==> src/cmd_pkg.sv <==
// Shared types, constants and helper functions of the command interpreter
package cmd_pkg;

    // --------------------
    // Character and word sizes
    // --------------------
    localparam int WORD_CHARS = 10;
    localparam int WORD_W = 8 * WORD_CHARS;
    localparam int NUM_W = 7;
    localparam int LEN_W = 4;
    localparam logic [LEN_W-1:0] LEN_MAX = 4'ha;
    localparam logic [NUM_W-1:0] NUM_SAT = 7'h63;      // 99, saturation of numeric suffix
    localparam logic [NUM_W-1:0] NUM_SAT_IN = 7'h09;   // Above this, one more digit saturates
    localparam logic [NUM_W-1:0] NUM_TEN = 7'h0a;
    localparam logic [NUM_W-1:0] IDX_MIN = 7'h01;      // Channel, function and waveform-memory sources run 1..4
    localparam logic [NUM_W-1:0] IDX_MAX = 7'h04;
    localparam logic [NUM_W-1:0] BUS_MAX = 7'h02;
    localparam logic [NUM_W-1:0] DIG_MAX = 7'h0f;      // Digital channels run 0..15

    // --------------------
    // Character codes
    // --------------------
    localparam logic [7:0] CH_NL = 8'h0a;
    localparam logic [7:0] CH_SPACE = 8'h20;
    localparam logic [7:0] CH_STAR = 8'h2a;
    localparam logic [7:0] CH_COLON = 8'h3a;
    localparam logic [7:0] CH_QUERY = 8'h3f;
    localparam logic [7:0] CH_AT = 8'h40;
    localparam logic [7:0] CH_LPAR = 8'h28;
    localparam logic [7:0] CH_RPAR = 8'h29;
    localparam logic [7:0] CH_COMMA = 8'h2c;
    localparam logic [7:0] CH_ZERO = 8'h30;
    localparam logic [7:0] CH_ONE = 8'h31;
    localparam logic [7:0] CH_NINE = 8'h39;
    localparam logic [7:0] CH_UA = 8'h41;
    localparam logic [7:0] CH_UZ = 8'h5a;
    localparam logic [7:0] CH_LA = 8'h61;
    localparam logic [7:0] CH_LZ = 8'h7a;
    localparam logic [7:0] CASE_BIT = 8'h20;

    // --------------------
    // Reset values and pod byte masks
    // --------------------
    localparam logic FLAG_RST = 1'b0;
    localparam logic [15:0] DIG_LOW_BYTE = 16'h00ff;
    localparam logic [15:0] DIG_HIGH_BYTE = 16'hff00;

    // --------------------
    // Types
    // --------------------
    typedef struct packed {
        logic [1:0] bus;
        logic hist;
        logic [3:0] wmem;
        logic [3:0] func;
        logic [3:0] chan;
        logic [15:0] dig;
    } view_sel_t;

    localparam view_sel_t VIEW_RST = '0;

    typedef enum logic [6:0] {
        CMD_NONE = 7'b0000001,
        CMD_TRIG = 7'b0000010,
        CMD_CLS = 7'b0000100,
        CMD_VIEW = 7'b0001000,
        CMD_BLANK = 7'b0010000,
        CMD_SELF = 7'b0100000,
        CMD_CANCEL = 7'b1000000
    } cmd_t;

    typedef enum logic [2:0] {
        TX_IDLE = 3'b001,
        TX_DIGIT = 3'b010,
        TX_TERM = 3'b100
    } tx_state_t;

    // Word being collected: right-aligned upper-case letters plus numeric suffix
    typedef struct packed {
        logic [WORD_W-1:0] text;
        logic [LEN_W-1:0] len;
        logic [NUM_W-1:0] num;
        logic has_num;
        logic bad;
    } word_t;

    // --------------------
    // Functions
    // --------------------
    function automatic logic is_letter(input logic [7:0] c);
        return ((c >= CH_UA) && (c <= CH_UZ)) || (c == CH_STAR);
    endfunction

    function automatic logic is_digit(input logic [7:0] c);
        return (c >= CH_ZERO) && (c <= CH_NINE);
    endfunction

    function automatic logic [7:0] upcase(input logic [7:0] c);
        return ((c >= CH_LA) && (c <= CH_LZ)) ? (c & ~CASE_BIT) : c;
    endfunction

    // Short or long header spelling
    function automatic logic kw(input logic [WORD_W-1:0] w, input logic [WORD_W-1:0] s,
                                input logic [WORD_W-1:0] l);
        return (w == s) || (w == l);
    endfunction

endpackage

==> src/word_collector.sv <==
// Collects one header or parameter word: letters, then an optional decimal suffix
`timescale 1ns/1ps
`default_nettype none
module word_collector
    import cmd_pkg::*;
(
    input wire logic clk_sys_i,
    input wire logic sys_rst_i,
    input wire logic clear_i,
    input wire logic letter_i,
    input wire logic digit_i,
    input wire logic [7:0] char_i,
    output word_t word_o
);

    word_t q;
    word_t next_q;

    // --------------------
    // Append logic
    // --------------------
    // Letters after digits or an over-long word mark the word bad, so a
    // mangled header can never alias onto a valid short spelling
    always_comb begin
        next_q = q;
        if (clear_i) begin
            next_q = '0;
        end else if (letter_i) begin
            if (q.has_num || (q.len == LEN_MAX)) begin
                next_q.bad = 1'b1;
            end else begin
                next_q.text = {q.text[WORD_W-9:0], char_i};
                next_q.len = q.len + 4'h1;
            end
        end else if (digit_i) begin
            next_q.has_num = 1'b1;
            if (q.num > NUM_SAT_IN) begin
                next_q.num = NUM_SAT;
            end else begin
                next_q.num = NUM_W'(q.num * NUM_TEN + {3'h0, char_i[3:0]});
            end
        end
    end

    // State register
    always_ff @(posedge clk_sys_i) begin
        if (sys_rst_i) begin
            q <= '0;
        end else begin
            q <= next_q;
        end
    end

    assign word_o = q;

endmodule // word_collector
`default_nettype wire

==> src/trig_view_cmd.sv <==
// Text command interpreter: trigger-event flag query, view/blank display, self-test cancel
//
// How it works
// RL1: Trigger query replies ASCII 1 or 0 then newline.
// RL2: Only a criteria-met trigger sets the flag; auto-triggers never do.
// RL3: Flag holds until trigger query or clear-status; read returns then clears.
// RL4: View command enables the named source on the display.
// RL5: Channel, function and stored-waveform indices must be 1 to 4.
// RL6: Channel list after at-sign: digital 0..15, singles or colon ranges.
// RL7: Individual digital channels accepted only on mixed-signal models.
// RL8: Low byte group enables bits 0..7, high byte group bits 8..15.
// RL9: Blank command disables the named source, inverse of view.
// RL10: Self-test cancel stops the running self-test.
// RL11: Host quotes any file name sent to the self-test group.
// RL12: Short and long headers, any case; bad input changes nothing.
`timescale 1ns/1ps
`default_nettype none
module trig_view_cmd
    import cmd_pkg::*;
(
    input wire logic clk_sys_i,
    input wire logic sys_rst_i,
    input wire logic rx_valid_i,
    input wire logic [7:0] rx_data_i,
    output logic rx_ready_o,
    output logic tx_valid_o,
    output logic [7:0] tx_data_o,
    input wire logic tx_ready_i,
    input wire logic trig_criteria_met_i,
    input wire logic auto_trig_i,
    input wire logic mixed_signal_model_i,
    input wire logic selftest_running_i,
    output logic selftest_cancel_o,
    output logic cmd_error_o,
    output logic trig_flag_o,
    output view_sel_t shown_o
);

    typedef struct packed {
        logic trig_flag;
        view_sel_t shown;
        cmd_t cmd;
        logic first;
        logic query;
        logic in_param;
        logic in_list;
        logic at_seen;
        logic rng_open;
        logic [NUM_W-1:0] rng_lo;
        view_sel_t pend;
        logic bad;
        tx_state_t tx;
        logic [7:0] tx_data;
        logic tx_valid;
        logic rx_ready;
        logic cancel;
        logic err;
    } ctl_t;

    ctl_t q;
    ctl_t next_q;
    word_t word;
    logic take;
    logic [7:0] ch;
    logic letter;
    logic digit;
    logic wclear;

    // --------------------
    // Decoding helpers
    // --------------------
    // Header words; the trigger-event query header is given in hex
    function automatic cmd_t hdr_decode(input cmd_t cur, input logic first,
                                        input logic [WORD_W-1:0] w);
        if (first) begin
            if (w == 80'h544552) return CMD_TRIG;
            if (w == 80'("*CLS")) return CMD_CLS;
            if (w == 80'("VIEW")) return CMD_VIEW;
            if (kw(w, 80'("BLAN"), 80'("BLANK"))) return CMD_BLANK;
            if (kw(w, 80'("SELF"), 80'("SELFTEST"))) return CMD_SELF;
        end else if (cur == CMD_SELF && kw(w, 80'("CANC"), 80'("CANCEL"))) begin
            return CMD_CANCEL;
        end
        return CMD_NONE;
    endfunction

    function automatic logic [3:0] onehot4(input logic [NUM_W-1:0] n);
        return 4'(4'h1 << 2'(n - IDX_MIN));
    endfunction

    // Source word to a selection mask; an all-zero mask means invalid
    function automatic view_sel_t src_decode(input word_t w);
        view_sel_t m;
        logic ok4;
        m = '0;
        ok4 = w.has_num && (w.num >= IDX_MIN) && (w.num <= IDX_MAX); // see RL5
        if (!w.bad) begin
            if (ok4 && kw(w.text, 80'("CHAN"), 80'("CHANNEL"))) m.chan = onehot4(w.num);
            if (ok4 && kw(w.text, 80'("FUNC"), 80'("FUNCTION"))) m.func = onehot4(w.num);
            if (ok4 && kw(w.text, 80'h574d454d, 80'h574d454d4f5259)) m.wmem = onehot4(w.num);
            if (!w.has_num && kw(w.text, 80'("HIST"), 80'("HISTOGRAM"))) m.hist = 1'b1;
            if (w.has_num && (w.num >= IDX_MIN) && (w.num <= BUS_MAX) &&
                (w.text == 80'("BUS"))) begin
                m.bus = 2'(2'h1 << 1'(w.num - IDX_MIN));
            end
            if (w.has_num && (w.num <= DIG_MAX) && kw(w.text, 80'("DIG"), 80'("DIGITAL"))) begin
                m.dig = 16'(16'h1 << w.num[3:0]);
            end
            if (w.has_num && (w.text == 80'("POD"))) begin
                if (w.num == IDX_MIN) m.dig = DIG_LOW_BYTE;    // see RL8
                if (w.num == BUS_MAX) m.dig = DIG_HIGH_BYTE;   // see RL8
            end
        end
        return m;
    endfunction

    function automatic logic [15:0] range_mask(input logic [NUM_W-1:0] lo,
                                               input logic [NUM_W-1:0] hi);
        logic [15:0] m;
        m = '0;
        for (int i = 0; i < 16; i++) begin
            if ((NUM_W'(i) >= lo) && (NUM_W'(i) <= hi)) m[i] = 1'b1;
        end
        return m;
    endfunction

    // --------------------
    // Character intake
    // --------------------
    // Input is stalled only while a reply is being sent
    assign take = rx_valid_i && q.rx_ready;
    assign ch = upcase(rx_data_i); // see RL12
    assign letter = take && is_letter(ch);
    assign digit = take && is_digit(ch);
    assign wclear = take && !letter && !digit;

    word_collector u_word (
        .clk_sys_i(clk_sys_i),
        .sys_rst_i(sys_rst_i),
        .clear_i(wclear),
        .letter_i(letter),
        .digit_i(digit),
        .char_i(ch),
        .word_o(word)
    );

    // --------------------
    // Parser, executor and reply sequencer
    // --------------------
    always_comb begin
        cmd_t c;
        view_sel_t p;
        view_sel_t s;
        logic b;
        logic lo_ok;
        logic [NUM_W-1:0] lo;
        logic clr_flag;
        c = q.cmd;
        p = q.pend;
        s = '0;
        b = q.bad;
        lo_ok = 1'b0;
        lo = '0;
        clr_flag = 1'b0;
        next_q = q;
        next_q.cancel = 1'b0;
        next_q.err = 1'b0;

        if (take && !letter && !digit) begin
            // Close the word the delimiter ends
            if (word.len != '0 || word.has_num || word.bad) begin
                if (q.in_list) begin
                    b = b | word.len != '0;
                end else if (!q.in_param) begin
                    c = word.bad ? CMD_NONE : hdr_decode(q.cmd, q.first, word.text);
                    b = b | (c == CMD_NONE);
                    next_q.first = 1'b0;
                end else begin
                    s = src_decode(word); // see RL4
                    b = b | (s == '0) | (p != '0);
                    p = p | s;
                end
            end
            // Channel list handling
            if (q.in_list && (ch == CH_COLON)) begin
                next_q.rng_lo = word.num;
                next_q.rng_open = 1'b1;
                b = b | !word.has_num | q.rng_open;
            end else if (q.in_list && (ch == CH_COMMA || ch == CH_RPAR)) begin
                lo = q.rng_open ? q.rng_lo : word.num;
                lo_ok = word.has_num && (word.num <= DIG_MAX) && (lo <= word.num);
                b = b | !lo_ok;
                if (lo_ok) p.dig = p.dig | range_mask(lo, word.num); // see RL6
                next_q.rng_open = 1'b0;
                next_q.in_list = (ch == CH_COMMA);
            end else if (ch == CH_COLON) begin
                b = b | q.in_param;
            end else if (ch == CH_QUERY) begin
                b = b | q.in_param | q.query;
                next_q.query = 1'b1;
            end else if (ch == CH_SPACE) begin
                b = b | q.in_list;
                next_q.in_param = 1'b1;
            end else if (ch == CH_LPAR) begin
                b = b | !q.in_param | q.at_seen | (p != '0);
                next_q.at_seen = 1'b1;
            end else if (ch == CH_AT) begin
                b = b | !q.at_seen | q.in_list;
                next_q.in_list = 1'b1;
            end else if (ch != CH_NL) begin
                b = b | 1'b1;
            end
            next_q.cmd = c;
            next_q.pend = p;
            next_q.bad = b;

            // End of message: execute or reject as a whole
            if (ch == CH_NL) begin
                b = b | q.in_list | (q.at_seen && !(q.in_list || p != '0));
                if (p.dig != '0 && !mixed_signal_model_i) b = 1'b1; // see RL7
                if (b) begin
                    next_q.err = 1'b1; // see RL12
                end else begin
                    unique case (c)
                        CMD_NONE: next_q.err = q.query;
                        CMD_TRIG: begin
                            if (q.query && !q.in_param) begin
                                next_q.tx_data = q.trig_flag ? CH_ONE : CH_ZERO; // see RL1
                                next_q.tx = TX_DIGIT;
                                next_q.tx_valid = 1'b1; // see RL1
                                next_q.rx_ready = 1'b0;
                                clr_flag = 1'b1; // see RL3
                            end else begin
                                next_q.err = 1'b1;
                            end
                        end
                        CMD_CLS: begin
                            clr_flag = !q.query && !q.in_param; // see RL3
                            next_q.err = q.query || q.in_param;
                        end
                        CMD_VIEW, CMD_BLANK: begin
                            if (q.query || p == '0) begin
                                next_q.err = 1'b1;
                            end else if (c == CMD_VIEW) begin
                                next_q.shown = q.shown | p; // see RL4
                            end else begin
                                next_q.shown = q.shown & ~p; // see RL9
                            end
                        end
                        CMD_SELF: next_q.err = 1'b1;
                        CMD_CANCEL: begin
                            // A cancel with nothing running is harmless and dropped
                            next_q.cancel = selftest_running_i && !q.query && !q.in_param; // see RL10
                            next_q.err = q.query || q.in_param;
                        end
                    endcase
                end
                next_q.cmd = CMD_NONE;
                next_q.first = 1'b1;
                next_q.query = 1'b0;
                next_q.in_param = 1'b0;
                next_q.in_list = 1'b0;
                next_q.at_seen = 1'b0;
                next_q.rng_open = 1'b0;
                next_q.pend = '0;
                next_q.bad = 1'b0;
            end
        end

        // Reply bytes, one per accepted handshake
        unique case (q.tx)
            TX_IDLE: ;
            TX_DIGIT: if (tx_ready_i) begin
                next_q.tx = TX_TERM;
                next_q.tx_data = CH_NL; // see RL1
            end
            TX_TERM: if (tx_ready_i) begin
                next_q.tx = TX_IDLE;
                next_q.tx_valid = 1'b0;
                next_q.rx_ready = 1'b1;
            end
            default: begin
                next_q.tx = TX_IDLE;
                next_q.tx_valid = 1'b0;
                next_q.rx_ready = 1'b1;
            end
        endcase

        // Set wins over a same-cycle clear; auto-triggers are not an input to it
        next_q.trig_flag = (q.trig_flag & ~clr_flag) | trig_criteria_met_i; // see RL2
    end

    // State register
    always_ff @(posedge clk_sys_i) begin
        if (sys_rst_i) begin
            q <= '0;
            q.cmd <= CMD_NONE;
            q.first <= 1'b1;
            q.tx <= TX_IDLE;
            q.rx_ready <= 1'b1;
        end else begin
            q <= next_q;
        end
    end

    // Outputs straight from state flops; auto_trig_i is deliberately unused by the flag
    assign rx_ready_o = q.rx_ready;
    assign tx_valid_o = q.tx_valid;
    assign tx_data_o = q.tx_data;
    assign selftest_cancel_o = q.cancel;
    assign cmd_error_o = q.err;
    assign trig_flag_o = q.trig_flag;
    assign shown_o = q.shown;

endmodule // trig_view_cmd
`default_nettype wire

==> config.mk <==
export PLATFORM = sky130hd
export DESIGN_NAME = trig_view_cmd
export DESIGN_NICKNAME = d
export VERILOG_FILES = /design/src/cmd_pkg.sv /design/src/word_collector.sv /design/src/trig_view_cmd.sv
export SDC_FILE = /design/constraint.sdc
export NUM_CORES = 1
export LEC_CHECK = 0
export ABC_AREA = 0
export BUFFER_PORTS_ARGS = -buffer_cell sky130_fd_sc_hd__buf_2
export CORE_MARGIN = 2
export CORE_UTILIZATION = 50
export CTS_CLUSTER_DIAMETER = 50
export DETAILED_ROUTE_END_ITERATION = 7
export GPL_TIMING_DRIVEN = 0
export PLACE_DENSITY = 0.67
export SYNTH_ARGS = -nofsm -noshare
export SYNTH_HDL_FRONTEND = slang
export SYNTH_SLANG_ARGS = --single-unit
==> constraint.sdc <==
create_clock -name clk_sys_i -period 5.7 [get_ports clk_sys_i]
set_input_delay 0.855 -clock clk_sys_i [delete_from_list [all_inputs] [get_ports clk_sys_i]]
set_output_delay 0.855 -clock clk_sys_i [all_outputs]
set_load 0.03 [all_outputs]
==> impl_results.md <==
- Status: finished clean
- CTS tree: yes
- List of most frequent post-synthesis cells: 298 x nand2_1, 192 x dfxtp_1, 141 x a21oi_1
- Leading area contributor after synthesis: dfxtp_1
- Syn Nets: 1625
- CP endpoint kind: flip-flop
- Largest cells by area after synthesis: dfxtp_1 32%, nand2_1 9.3%, a21oi_1 5.9%
- P_sw: 0.7768 mW
- Layout fillers: 2331
- Tmin final: 5.349 ns
- Area added between synthesis and finish: 10.68%
- GP Congestion: 1.020
- Max transition margin: 12.88%
- Htree depth: 4
- Storage cell area: 3844 µm²
- Slowest stage cell, crit path: nor4_2
- Cell Pwr Density: 206.1 nW/µm²
- Max Cap Viol: 0
- Gr usage total: 34.66%
- Worst EP arrival: 5.68 ns
- Prevailing post-synth register cell: dfxtp_1
- Post-CTS Setup Bufs: 0
- Mean Syn Cell Area: 7.580 µm²
- DR WL/cell: 22.26 µm
- FF-to-FF path depth: 17
- I/O pin count: 60
- Internal power: 1.973 mW
- Antenna cell count: 0
- Max Freq: 187.0 MHz
- Nets: 1701
- Family with the most delay on the worst path: simple AND/OR/NAND/NOR gates
- Vias per inst: 6.386
- Setup tns final: 0 ns
- Input/output buffers: 57
- Critical Path RT: 6.03 ns
- Crit path largest cell delay: 0.62 ns
- Worst-case clock buffer depth: 2
- Mapped Cells: 1590
- Crit path kind: reg -> reg
- First-pass iteration count of the detailed router: 6
- Async S/R FF share, synth: 0%
- Die footprint: 25360 µm²
- # hold bufs at CTS: 0
- Die width: 159.3 µm
- Crit path launch type: flip-flop
- Largest net degree at the start of global routing: 21
- Worst VDD drop: 0.1684 mV
- CP Cell Sequence: clkbuf_1, clkbuf_1, inv_1, ha_1, nand4_1, o21ai_0, nor4b_4, and2_1, buf_4, a211o_1, a21oi_1, and4_4, a41o_4, nor4_2, buf_2, nand3b_1, mux2i_1
- Syn Std Cell Area: 12050 µm²
- Final Skew: 0.01823 ns
- # DRC: 0
- Cts repair resizes: 0
- Share of layout cells above drive strength 1: 12.09%
- FP Rows: 56
- Worst-skew pair later-pin latency: 0.46 ns
- Clk slew on worst S/H paths: 0.09 ns
- R2r setup slk: 0.35 ns
- Sequential area share after synthesis: 31.89%
- P_leak: 4.750 nW
- Pins Over Slew Limit: 0
- CP Buf/Inv Count: 5
- Initial Util: 51.19%
- Clock share of power: 45.7%
- Share of Yosys cell area claimed by the top area cell type: 31.89%
- Root Buffer: clkbuf_16
- CTS Buf Count: 17
- Critical Path Stages: 17
- Routed WL: 44480 µm
- Initial antenna violation count: 0
- Number of synthesized flops with an enable pin: 0
- Comb power frac: 5.2%
- DP Area: 12740 µm²
- Library cells used by synthesis: 87
- # placed instances: 1966
- Count leader, synth: nand2_1
- WHS: 0.4569 ns
- Final setup viols: 0
- Sw frac: 28.25%
- #FFs+latches synth: 192
- FF-to-FF Start: u_word.word_o[4]
- DR iter-0 viols: 1119
- RSZ-0062 raised after global routing: no
- Worst slack at placement: 0.4284 ns
- Worst-Margin Slew: 1.289 ns
- Design area: 13340 µm²
- Critical path fanouts, max: 10
- Area of the multi-input gates: 7355 µm²
- Vias in the first global route: 11940
- Worst Hold Class: reg -> reg
- DP Wirelength: 34230 µm
- Final WS setup: 0.3510 ns
- Die span in y: 159.3 µm
- Critical Path Start: u_word.word_o[4]
- Hold Violations, Final: 0
- Core area: 23540 µm²
- Global-route wire length before repair: 69500 µm
- Most used cell, CP: clkbuf_1
- Via Count: 12760
- Gr ovfl total: 0
- Antenna viol nets, final: 0
- Final Non-Filler Cells: 1998
- Ratio of final minimum period to clock period: 93.84%
- Ys Warns: 0
- Sequential Power Share: 49.0%
- # clock sinks: 192
==> layout by cell type, fill, tap and decap left out, drive strengths merged, types with 17 or more instances in the layout <==
cell type	n
a31oi	18
nor4b	17
nand3	62
ha	17
nor4	69
a21oi	143
nor3	56
and2	20
nand3b	25
buf	122
inv	32
nand4	60
nand2	298
dfxtp	192
mux2i	35
nor2	107
nor2b	28
o21ai	45
clkbuf	103
==> worst min path at each step <==
| stage | end | startpoint | slack, ns | depth (start not counted) |
|---|---|---|---|---|
| floorplan | q[53] | q[53] | 0.43 | 2 |
| global placement | tx_data_o[3] | tx_data_o[3] | 0.44 | 2 |
| detailed placement | tx_data_o[3] | tx_data_o[3] | 0.45 | 2 |
| CTS | q[53] | q[53] | 0.46 | 2 |
| global route | tx_data_o[1] | tx_data_o[1] | 0.48 | 2 |
| finish | tx_data_o[3] | tx_data_o[3] | 0.46 | 2 |
==> final cells by class <==
cell class / instances / share of cell area (%)
Clock inverter: 14 / 1.257
Sequential cell: 192 / 28.82
Multi-Input combinational cell: 1221 / 55.14
Inverter: 27 / 0.7598
Buffer: 150 / 5.684
Clock buffer: 18 / 3.217
Timing Repair Buffer: 57 / 2.139
Tap cell: 319 / 2.992
==> power groups by stage <==
stage                     clock (mW)  sequential (mW)  combinational (mW)
after floorplan                    0             1.38              0.0898
after global placement             0             1.38               0.138
after detailed placement           0             1.38               0.140
after CTS                       1.26             1.35               0.140
after global routing            1.30             1.35               0.155
final                           1.26             1.35               0.144
==> metrics by stage <==
step / util [%] / power (mW)
floorplan: - / 1.469
global placement: 54.10 / 1.518
detailed placement: 54.10 / 1.520
CTS: 56.63 / 2.745
global route: 56.66 / 2.807
finish: 56.66 / 2.750
==> logic make-up after synthesis <==
| logic type | after synthesis | share of synthesized area (%) |
|---|---|---|
| adder cells (fa/ha/maj) | 19 | 2.097 |
| XOR/XNOR | 15 | 1.090 |
| AND/OR/NAND/NOR | 836 | 38.30 |
| multiplexers | 38 | 3.250 |
| buffers and inverters | 177 | 7.132 |
| flip-flops | 192 | 31.89 |
| AO/OA/AOI/OAI | 313 | 16.24 |
==> tightest hold or removal path, cell delays in order (launching register included) <==
cell	delay, ns
dfxtp_1	0.31
nand2_1	0.05
a21oi_1	0.05
==> per-layer routing <==
| metal | GRT usage [%] | routed length [µm] |
|---|---|---|
| met5 | 0 | 0 |
| met4 | 19.42 | 2548 |
| met3 | 4.402 | 3073 |
| met2 | 56.98 | 20660 |
| met1 | 44.13 | 18200 |
No activity file was read; power rests on OpenSTA's default activity.
